[src/design/pstm_pkg.sv]
package pstm_pkg;

    // Clock and timing
    localparam int  MCLK_HZ          = 10_000_000;
    localparam int  EE_WRITE_MS      = 5;
    localparam int  SCL_TIMEOUT_MS   = 25;
    localparam int  EE_WRITE_CYC     = MCLK_HZ / 1000 * EE_WRITE_MS;
    localparam int  SCL_TIMEOUT_CYC  = MCLK_HZ / 1000 * SCL_TIMEOUT_MS + 1;

    // Target addresses, 8-bit form with R/W in bit 0
    localparam logic [7:0] CTRL_ADDR_BASE = 8'hb0;
    localparam logic [7:0] EE_ADDR_BASE   = 8'ha0;

    // Command codes
    localparam logic [7:0] CMD_RECT_TEMP  = 8'h8d;
    localparam logic [7:0] CMD_INLET_TEMP = 8'h8e;
    localparam logic [7:0] CMD_TEMP2      = 8'hd0;
    localparam logic [7:0] CMD_TEMP3      = 8'hd1;
    localparam logic [7:0] CMD_TEMP4      = 8'hd2;
    localparam logic [7:0] CMD_TEMP5      = 8'hd3;
    localparam logic [7:0] CMD_FAN_MIN    = 8'hd8;
    localparam logic [7:0] CMD_BLOCK_WR   = 8'hd9;
    localparam logic [7:0] CMD_BLOCK_TEMP = 8'hda;
    localparam logic [7:0] BLOCK_TEMP_LEN = 8'h0c;
    localparam logic [8:0] MAX_XFER_BYTES = 9'h0ff;
    localparam logic [7:0] FILL_BYTE      = 8'hff;

    // Sensors: 0 inlet air, 1 rectifier, 5 auxiliary converter
    localparam int  NUM_SENSORS = 6;
    localparam int  SNS_INLET   = 0;
    localparam int  SNS_RECT    = 1;
    localparam int  SNS_AUX     = 5;
    localparam logic [5:0][15:0] WARN_DEGC = {
        16'h0064, 16'h005f, 16'h005f, 16'h005f, 16'h0052, 16'h0039};
    localparam logic [5:0][15:0] SHUT_DEGC = {
        16'h0069, 16'h0064, 16'h0064, 16'h0064, 16'h0055, 16'h003c};

    // Fan curve
    localparam logic [7:0] FAN_MAX        = 8'hff;
    localparam logic [7:0] FAN_INLET_BASE = 8'h14;
    localparam logic [9:0] FAN_FLOOR      = 10'h040;

    typedef logic [5:0][15:0] pstm_temps_t;

    // Pins sampled together through the synchroniser
    typedef struct packed {
        logic scl;
        logic sda;
        logic sel1;
        logic sel0;
    } pstm_pins_t;

    typedef enum logic [1:0] {
        LED_OK,
        LED_WARN_BLINK,
        LED_FAULT_SOLID
    } pstm_led_t;

endpackage

[src/design/pstm_target.sv]
// Overview of operation
// - Controller and EEPROM answer separate addresses only
// - EEPROM holds 256 user bytes, unused internally
// - Write Byte stores data at given location
// - Read Byte returns byte at set location
// - Clock stretch never exceeds 1 ms
// - SCL low over 25 ms aborts transfer
// - START/STOP detected anywhere, state resynchronised
// - Controller bytes are command codes, not addresses
// - Controller writes end after 0, 1, 2 or more data
// - Controller reads return byte or word
// - Block write and read up to 255 bytes
// - Six sensors measured and readable over bus
// - Fan speed follows output power and inlet
// - Any warning forces fan to maximum
// - Shutdown disables main, or standby for auxiliary
// - Events shown on LED, power good, alert
// - Inlet sensor warns 57, shuts down 60
// - Rectifier sensor warns 82, shuts down 85
// - Addresses are base plus twice select pins
// - Open select pins read high
// - Alert low while any warning or shutdown
`timescale 1ns/1ns
`default_nettype none

module pstm_target #(
    parameter int EE_WRITE_CYCLES   = pstm_pkg::EE_WRITE_CYC,
    parameter int SCL_TIMEOUT_CYCLES = pstm_pkg::SCL_TIMEOUT_CYC
) (
    input  wire logic                 i_mclk,
    input  wire logic                 i_rst,
    input  wire logic                 i_scl,
    output logic                      o_scl,
    output logic                      o_scl_oe_n,
    input  wire logic                 i_sda,
    output logic                      o_sda,
    output logic                      o_sda_oe_n,
    input  wire logic                 i_addr_select_bit0,
    input  wire logic                 i_addr_select_bit1,
    input  wire pstm_pkg::pstm_temps_t i_sensor_temp,
    input  wire logic [15:0]          i_output_power,
    output logic [7:0]                o_fan_speed,
    output logic                      o_main_output_rail,
    output logic                      o_standby_output_rail,
    output logic                      o_power_good_output,
    output logic                      o_alert_output_low,
    output pstm_pkg::pstm_led_t       o_led_state
);

    typedef enum logic [2:0] {
        ST_IDLE, ST_ADDR, ST_ACK, ST_WBYTE, ST_RBYTE, ST_MACK
    } pstm_state_t;
    // Three-stage pin sampler; a bit moves once stages 2 and 3 agree
    pstm_pkg::pstm_pins_t s1_reg, s2_reg, s3_reg, filt_reg, prev_reg;
    always_ff @(posedge i_mclk) begin
        if (i_rst) begin
            {s1_reg, s2_reg, s3_reg, filt_reg, prev_reg} <= '1;
        end else begin
            s1_reg   <= {i_scl, i_sda, i_addr_select_bit1, i_addr_select_bit0};
            s2_reg   <= s1_reg;
            s3_reg   <= s2_reg;
            filt_reg <= (s2_reg & s3_reg) | (filt_reg & (s2_reg | s3_reg));
            prev_reg <= filt_reg;
        end
    end

    // Bus events
    wire scl_rise = filt_reg.scl & ~prev_reg.scl;
    wire scl_fall = ~filt_reg.scl & prev_reg.scl;
    wire scl_hi   = filt_reg.scl & prev_reg.scl;
    wire start_ev = scl_hi & prev_reg.sda & ~filt_reg.sda;
    wire stop_ev  = scl_hi & ~prev_reg.sda & filt_reg.sda;

    // Address match; open pins pull high so default is top address
    wire [7:0] sel_ofs    = {5'h00, filt_reg.sel1, filt_reg.sel0, 1'b0};
    wire [7:0] ctrl_addr  = pstm_pkg::CTRL_ADDR_BASE + sel_ofs;
    wire [7:0] ee_addr    = pstm_pkg::EE_ADDR_BASE + sel_ofs;

    pstm_state_t  state_reg;
    logic [7:0]   shift_reg, tx_reg, cmd_reg, ptr_reg, fan_min_reg;
    logic [3:0]   bit_cnt_reg;
    logic [8:0]   byte_idx_reg, rd_idx_reg;
    logic         ee_sel_reg, rd_reg, sda_low_reg, nack_reg, dirty_reg;
    logic [31:0]  busy_cnt_reg, tout_cnt_reg;
    logic [7:0]   ee_mem [0:255];

    wire ee_busy   = busy_cnt_reg != 32'h0;
    wire hit_ctrl  = shift_reg[7:1] == ctrl_addr[7:1];
    wire hit_ee    = (shift_reg[7:1] == ee_addr[7:1]) & ~ee_busy;
    wire byte_done = scl_fall & (bit_cnt_reg == 4'h8);
    wire timeout   = tout_cnt_reg >= 32'(SCL_TIMEOUT_CYCLES);
    wire too_long  = byte_idx_reg >= pstm_pkg::MAX_XFER_BYTES;

    // Sensor bytes for block reads, low byte of each word first
    wire [3:0] blk_sel   = 4'(rd_idx_reg - 9'h001);
    wire [2:0] blk_sns   = blk_sel[3:1];
    wire [15:0] blk_word = (blk_sns < 3'(pstm_pkg::NUM_SENSORS)) ?
                           i_sensor_temp[blk_sns] : 16'hffff;
    wire [7:0] blk_byte  = blk_sel[0] ? blk_word[15:8] : blk_word[7:0];

    // Command decode: codes pick a value, not a memory slot
    logic [15:0] cmd_word;
    logic        cmd_is_word;
    always_comb begin
        cmd_word    = {pstm_pkg::FILL_BYTE, pstm_pkg::FILL_BYTE};
        cmd_is_word = 1'b1;
        if (cmd_reg == pstm_pkg::CMD_INLET_TEMP) begin
            cmd_word = i_sensor_temp[pstm_pkg::SNS_INLET];
        end else if (cmd_reg == pstm_pkg::CMD_RECT_TEMP) begin
            cmd_word = i_sensor_temp[pstm_pkg::SNS_RECT];
        end else if (cmd_reg[7:2] == pstm_pkg::CMD_TEMP2[7:2]) begin
            cmd_word = i_sensor_temp[{1'b0, cmd_reg[1:0]} + 3'h2];
        end else if (cmd_reg == pstm_pkg::CMD_FAN_MIN) begin
            cmd_word = {8'h00, fan_min_reg};
        end else begin
            cmd_is_word = 1'b0;
        end
    end

    // Next byte to send; a word gives low byte first
    wire is_blk = cmd_reg == pstm_pkg::CMD_BLOCK_TEMP;
    wire [7:0] ctrl_byte =
        is_blk ? ((rd_idx_reg == 9'h000) ? pstm_pkg::BLOCK_TEMP_LEN :
                  (rd_idx_reg <= 9'(pstm_pkg::BLOCK_TEMP_LEN)) ? blk_byte :
                  pstm_pkg::FILL_BYTE) :
        (cmd_is_word & (rd_idx_reg == 9'h000)) ? cmd_word[7:0] :
        (cmd_is_word & (rd_idx_reg == 9'h001)) ? cmd_word[15:8] :
        pstm_pkg::FILL_BYTE;
    wire [7:0] rd_byte = ee_sel_reg ? ee_mem[ptr_reg] : ctrl_byte;

    // Transfer sequencer; stretching is never used, SCL is only read
    always_ff @(posedge i_mclk) begin
        if (i_rst) begin
            state_reg <= ST_IDLE;
            {shift_reg, tx_reg, bit_cnt_reg, byte_idx_reg, rd_idx_reg} <= '0;
            {ee_sel_reg, rd_reg, sda_low_reg, nack_reg} <= '0;
        end else if (start_ev) begin
            state_reg    <= ST_ADDR;
            bit_cnt_reg  <= 4'h0;
            byte_idx_reg <= 9'h000;
            rd_idx_reg   <= 9'h000;
            sda_low_reg  <= 1'b0;
        end else if (stop_ev | timeout) begin
            state_reg   <= ST_IDLE;
            sda_low_reg <= 1'b0;
        end else begin
            if (scl_rise && state_reg != ST_IDLE) begin
                shift_reg   <= {shift_reg[6:0], filt_reg.sda};
                bit_cnt_reg <= bit_cnt_reg + 4'h1;
                if (state_reg == ST_MACK) begin
                    nack_reg <= filt_reg.sda;
                end
            end
            case (state_reg)
                ST_ADDR: begin
                    if (byte_done) begin
                        ee_sel_reg  <= hit_ee;
                        rd_reg      <= shift_reg[0];
                        sda_low_reg <= hit_ctrl | hit_ee;
                        state_reg   <= (hit_ctrl | hit_ee) ? ST_ACK : ST_IDLE;
                    end
                end
                ST_WBYTE: begin
                    if (byte_done) begin
                        byte_idx_reg <= byte_idx_reg + 9'h001;
                        sda_low_reg  <= ~too_long;
                        state_reg    <= too_long ? ST_IDLE : ST_ACK;
                    end
                end
                ST_ACK: begin
                    if (scl_fall) begin
                        bit_cnt_reg <= 4'h0;
                        if (rd_reg) begin
                            tx_reg      <= {rd_byte[6:0], 1'b0};
                            sda_low_reg <= ~rd_byte[7];
                            state_reg   <= ST_RBYTE;
                        end else begin
                            sda_low_reg <= 1'b0;
                            state_reg   <= ST_WBYTE;
                        end
                    end
                end
                ST_RBYTE: begin
                    if (byte_done) begin
                        sda_low_reg <= 1'b0;
                        rd_idx_reg  <= rd_idx_reg + 9'h001;
                        state_reg   <= ST_MACK;
                    end else if (scl_fall) begin
                        sda_low_reg <= ~tx_reg[7];
                        tx_reg      <= {tx_reg[6:0], 1'b0};
                    end
                end
                ST_MACK: begin
                    if (scl_fall) begin
                        bit_cnt_reg <= 4'h0;
                        if (nack_reg) begin
                            state_reg <= ST_IDLE;
                        end else begin
                            tx_reg      <= {rd_byte[6:0], 1'b0};
                            sda_low_reg <= ~rd_byte[7];
                            state_reg   <= ST_RBYTE;
                        end
                    end
                end
                default: begin
                    sda_low_reg <= 1'b0;
                end
            endcase
        end
    end

    // Write bytes: pointer or command first, then data
    wire wr_byte = ~start_ev & ~stop_ev & ~timeout & byte_done
                   & (state_reg == ST_WBYTE) & ~too_long;
    wire ee_data = wr_byte & ee_sel_reg & (byte_idx_reg != 9'h000);
    always_ff @(posedge i_mclk) begin
        if (i_rst) begin
            {cmd_reg, ptr_reg, fan_min_reg} <= '0;
        end else begin
            if (wr_byte & (byte_idx_reg == 9'h000)) begin
                if (ee_sel_reg) begin
                    ptr_reg <= shift_reg;
                end else begin
                    cmd_reg <= shift_reg;
                end
            end else if (ee_data) begin
                ptr_reg <= ptr_reg + 8'h01;
            end else if (wr_byte & ~ee_sel_reg & (byte_idx_reg == 9'h001)
                         & (cmd_reg == pstm_pkg::CMD_FAN_MIN)) begin
                fan_min_reg <= shift_reg;
            end
            // Pointer advances per byte sent, as a plain serial EEPROM does
            if (~start_ev & ~stop_ev & byte_done & ee_sel_reg
                & (state_reg == ST_RBYTE)) begin
                ptr_reg <= ptr_reg + 8'h01;
            end
        end
    end

    // EEPROM array has no reset; contents are user data only
    always_ff @(posedge i_mclk) begin
        if (ee_data) begin
            ee_mem[ptr_reg] <= shift_reg;
        end
    end

    // Internal programming time, started by the STOP after data
    always_ff @(posedge i_mclk) begin
        if (i_rst) begin
            {dirty_reg, busy_cnt_reg, tout_cnt_reg} <= '0;
        end else begin
            if (ee_data) begin
                dirty_reg <= 1'b1;
            end else if (stop_ev) begin
                dirty_reg <= 1'b0;
            end
            if (stop_ev & dirty_reg) begin
                busy_cnt_reg <= 32'(EE_WRITE_CYCLES);
            end else if (ee_busy) begin
                busy_cnt_reg <= busy_cnt_reg - 32'h1;
            end
            if (state_reg == ST_IDLE || filt_reg.scl) begin
                tout_cnt_reg <= 32'h0;
            end else if (~timeout) begin
                tout_cnt_reg <= tout_cnt_reg + 32'h1;
            end
        end
    end

    // Per-sensor comparisons, each one on its own
    logic [5:0] warn_vec, shut_vec;
    genvar gi;
    generate
        for (gi = 0; gi < pstm_pkg::NUM_SENSORS; gi++) begin : g_sns
            assign warn_vec[gi] = i_sensor_temp[gi]
                                  >= pstm_pkg::WARN_DEGC[gi];
            assign shut_vec[gi] = i_sensor_temp[gi]
                                  > pstm_pkg::SHUT_DEGC[gi];
        end
    endgenerate

    wire any_warn = |warn_vec;
    wire any_shut = |shut_vec;
    wire aux_shut = shut_vec[pstm_pkg::SNS_AUX];
    wire main_shut = |(shut_vec & ~(6'h01 << pstm_pkg::SNS_AUX));

    // Fan curve: power high byte plus scaled inlet excess, saturated
    wire [15:0] inlet = i_sensor_temp[pstm_pkg::SNS_INLET];
    wire [9:0]  inlet_ex = (inlet > 16'(pstm_pkg::FAN_INLET_BASE)) ?
                10'(inlet - 16'(pstm_pkg::FAN_INLET_BASE)) : 10'h000;
    wire [11:0] fan_sum = 12'(pstm_pkg::FAN_FLOOR) + 12'(i_output_power[15:8])
                          + {inlet_ex, 2'b00};
    wire [7:0]  fan_auto = (fan_sum > 12'(pstm_pkg::FAN_MAX)) ?
                           pstm_pkg::FAN_MAX : fan_sum[7:0];
    wire [7:0]  fan_next = any_warn ? pstm_pkg::FAN_MAX :
                (fan_auto > fan_min_reg) ? fan_auto : fan_min_reg;

    // Protection outputs registered so the pins never glitch
    always_ff @(posedge i_mclk) begin
        if (i_rst) begin
            o_fan_speed           <= pstm_pkg::FAN_MAX;
            o_main_output_rail    <= 1'b0;
            o_standby_output_rail <= 1'b0;
            o_power_good_output   <= 1'b0;
            o_alert_output_low    <= 1'b1;
            o_led_state           <= pstm_pkg::LED_OK;
        end else begin
            o_fan_speed           <= fan_next;
            o_main_output_rail    <= ~main_shut;
            o_standby_output_rail <= ~aux_shut;
            o_power_good_output   <= ~any_shut;
            o_alert_output_low    <= ~(any_warn | any_shut);
            o_led_state <= any_shut ? pstm_pkg::LED_FAULT_SOLID :
                           any_warn ? pstm_pkg::LED_WARN_BLINK :
                           pstm_pkg::LED_OK;
        end
    end

    // Open-drain pins: only ever pull low, SCL is never held
    assign o_scl      = 1'b0;
    assign o_scl_oe_n = 1'b1;
    assign o_sda      = 1'b0;
    assign o_sda_oe_n = ~sda_low_reg;

endmodule

`default_nettype wire

[config.mk]
export PLATFORM = sky130hd
export DESIGN_NAME = pstm_target
export DESIGN_NICKNAME = d
export VERILOG_FILES = /design/src/design/pstm_pkg.sv /design/src/design/pstm_target.sv
export SDC_FILE = /design/constraint.sdc
export NUM_CORES = 2
export LEC_CHECK = 0
export ABC_AREA = 1
export BUFFER_PORTS_ARGS = -buffer_cell sky130_fd_sc_hd__buf_2
export CORE_MARGIN = 3
export CORE_UTILIZATION = 60
export DETAILED_ROUTE_END_ITERATION = 8
export PLACE_DENSITY = 0.76
export SKIP_CTS_REPAIR_TIMING = 1
export SLEW_MARGIN = 20
export SYNTH_ARGS = -nofsm -noshare
export SYNTH_HDL_FRONTEND = slang
export SYNTH_SLANG_ARGS = --single-unit
[constraint.sdc]
create_clock -name i_mclk -period 7.9 [get_ports i_mclk]
set_clock_uncertainty 0.2 [all_clocks]
set_input_delay 0.79 -clock i_mclk [delete_from_list [all_inputs] [get_ports i_mclk]]
set_output_delay 0.79 -clock i_mclk [all_outputs]
set_load 0.02 [all_outputs]
==> results by group <==
Status
  • Status: finished, final reports clean

Die
  • # rows: 143
  • Initial Util: 60.8%
  • Die height: 399 µm
  • Boundary Pins: 136
  • DIE WIDTH: 399 µm
  • Die ar.: 159,000 µm²
  • CORE AREA: 153,000 µm²

Route
  • DRC viols: 0
  • Vias per cell: 6.33
  • Wirelength per Cell: 23.7 µm
  • Via count: 65,400
  • Routed wire length: 245 mm
  • Iter 0 DRT Violations: 8,777
  • Number of routed nets with antenna violations: 0
  • First-pass iteration count of the detailed router: 6

Timing
  • Setup-failing EPs final: 0
  • Slew HR: 17.5%
  • Pins Over Slew Limit: 0
  • Min cycle time layout: 5240 ps
  • RSZ-0062 raised after global routing: no
  • Slew @ Worst Pin: 1240 ps
  • Setup TNS: 0 ps
  • Final Hold Viols: 0
  • Period utilisation layout: 66.4%
  • Max Freq: 191 MHz

Worst setup path
  • R2R depth: 11
  • Worst EP arrival: 5500 ps
  • Critical Path Fanout Max: 17
  • Worst reg2reg path endpoint: ee_mem[54][1]$_DFFE_PP_
  • Setup crit end kind: flip-flop
  • Worst R2R Start: tout_cnt_reg[8]$_SDFFE_PP0N_
  • Worst reg-to-reg setup slack: 2660 ps
  • Worst setup endpoint: ee_mem[54][1]$_DFFE_PP_
  • CP startpoint kind: flip-flop
  • CP cell instances: nor2_1, nand3_1, a22oi_1, o21ai_0, nand2_1, nand4_2, nor2_1, nand3_2, nor2_4, nand3_4, nor2_1
  • Most frequent CP cell: nor2_1
  • Worst stage delay on the critical path: 920 ps
  • Slowest CP cell: nor2_1
  • WS Path Type: flip-flop to flip-flop
  • Critical Path RT: 8160 ps
  • Crit path launch: tout_cnt_reg[8]$_SDFFE_PP0N_

Clock tree
  • Clock Pin Slew Worst Setup and Hold Paths: 60 ps
  • CTS Sinks: 2,221
  • CTS HTree Levels: 4
  • CTS buffer count: 213
  • Clk root buf: clkbuf_16
  • Clk Latency, worst-skew pair: 850 ps
  • Clock Tree Buf Depth: 3
  • CTS tree: built

Finish
  • Final nets: 8,306
  • Share of cells above drive strength 1: 7.14%
  • Ant diodes: 0
  • Area grow syn2layout: 9.49%
  • Post-Layout Cell Count: 10,300
  • Fin util: 66.5%
  • Final instance area: 102,000 µm²
  • Number of flip-flops in the largest register: 2,048
  • Fillers: 11,000

Synthesis
  • FF+latch count, synth: 2,221
  • Avg Cell Area, Syn: 11.2 µm²
  • Most numerous cell in the Yosys netlist: edfxtp_1
  • EDFF count, synth: 2,048
  • Asr flop ratio synth: 0%
  • Sequential element share of the synthesized area: 70.0%
  • Synth cell types: 54
  • Top-area cell type share of the netlist area: 66.2%
  • Post-Syn Instances: 8,256
  • Syn. warnings: 0
  • Main synth FF type: edfxtp_1
  • Post-Syn Area: 92,800 µm²
  • Largest area contributor in the synthesized netlist: edfxtp_1
  • Top cells by area, synth: edfxtp_1, o21ai_0, nor2_1, nand2_1, nand3_1
  • Most frequent cells after synthesis: edfxtp_1, nor2_1, nand2_1

Job
  • Max Cap Viol: 0

Place
  • Dpl cells: 9,955
  • Gpl congestion: 0.968
  • Placed cell areas: 94,600 µm²
  • Post-DP HPWL: 140 mm
  • IO buf count: 124

Global route
  • Gr usage total: 30.5%
  • Global-route wire length before repair: 371 mm
  • Vias in the first global route: 62,700
  • Congestion Overflow GR: 0
  • Largest net degree at the start of global routing: 227
  • Initial antenna violation count: 3

Power
  • Leak: 31.6 nW
  • Maximum vdd ir drop: 0.000198 V
  • Pwr dens: 234 nW/µm²

Hold path
  • Worst Hold Class: input port to flip-flop
## layout make-up
type | instances | area (µm²) | area share, %
tap | 2030 | 2540 | 2.50
clock buffer | 255 | 5540 | 5.45
inverter | 278 | 1070 | 1.05
clock inverter | 130 | 1450 | 1.42
multi-input combinational | 5224 | 24600 | 24.2
sequential | 2221 | 65000 | 64.0
timing repair buffer | 206 | 1400 | 1.38
## critical path, delay by kind of cell, from the launching register on
| family | cells | cell delay (ps) |
|---|---|---|
| flops | 1 | 340 |
| compound gates | 2 | 330 |
| simple gates | 9 | 3970 |
## layer usage
metal / vias up / wire length, µm / global-route usage, %
met2: 4037 / 113000 / 47.5
met3: 619 / 27500 / 6.75
met1: 31300 / 92600 / 41.5
met5: - / 13 / 0
li1: 29400 / - / -
met4: 2 / 12200 / 14.1
## logic make-up (layout without fill, tap and decap cells)
family	after synthesis	count (layout)	synth area share, %
xor gates and xnor gates	31	31	0.292
buffers and inverters	812	869	3.53
muxes	2	2	0.0216
and+or+nand+nor	3432	3432	15.5
AOI/OAI and AO/OA	1712	1712	10.1
adders and majority gates	44	44	0.601
other	2	3	0.00809
DFF	2221	2221	70.0
## per-stage QoR
step / power (mW) / setup WS (ps) / hold slack, ps
finish: 23.8 / 2660 / 86.4
global route: 24.4 / 2400 / 65.3
CTS: 23.8 / 2700 / -135
detailed placement: 13.8 / 2250 / 202
global placement: 13.7 / 2230 / 197
floorplan: 13.6 / 2860 / 189
## layout by cell type, fill, tap and decap left out, types with 46 or more instances in the layout
master	synthesis	routed
dfxtp_1	173	160
buf_4	8	65
buf_2	98	124
o21ai_0	1021	1021
clkinv_1	6	46
nand3_1	780	773
a21oi_1	171	171
inv_1	268	266
nor2_1	1335	1335
nand2_1	1135	1135
nor3_1	51	51
o22ai_1	432	432
edfxtp_1	2048	2048
clkbuf_16	0	214
## worst min-delay path by stage
stage                               from                   endpoint  slack, ps  depth (start not counted)
finish                 i_output_power[9]  o_fan_speed[1]$_SDFF_PP1_         90                          4
global route           i_output_power[9]  o_fan_speed[1]$_SDFF_PP1_         70                          4
global placement    s1_reg[0]$_SDFF_PP1_       s2_reg[0]$_SDFF_PP1_        200                          1
floorplan           s1_reg[0]$_SDFF_PP1_       s2_reg[0]$_SDFF_PP1_        190                          1
detailed placement  s1_reg[0]$_SDFF_PP1_       s2_reg[0]$_SDFF_PP1_        200                          1
CTS                   i_addr_select_bit1       s1_reg[1]$_SDFF_PP1_       -140                          2
## power breakdown
part | leakage [nW] | switching (mW) | total, mW | internal (mW)
Clock | 3.39 | 4.37 | 10.2 | 5.85
Combinational | 11.9 | 0.469 | 0.739 | 0.270
Sequential | 16.3 | 0.0708 | 12.8 | 12.7
Total | 31.6 | 4.91 | 23.8 | 18.8
(Power assumes the default switching activity.)
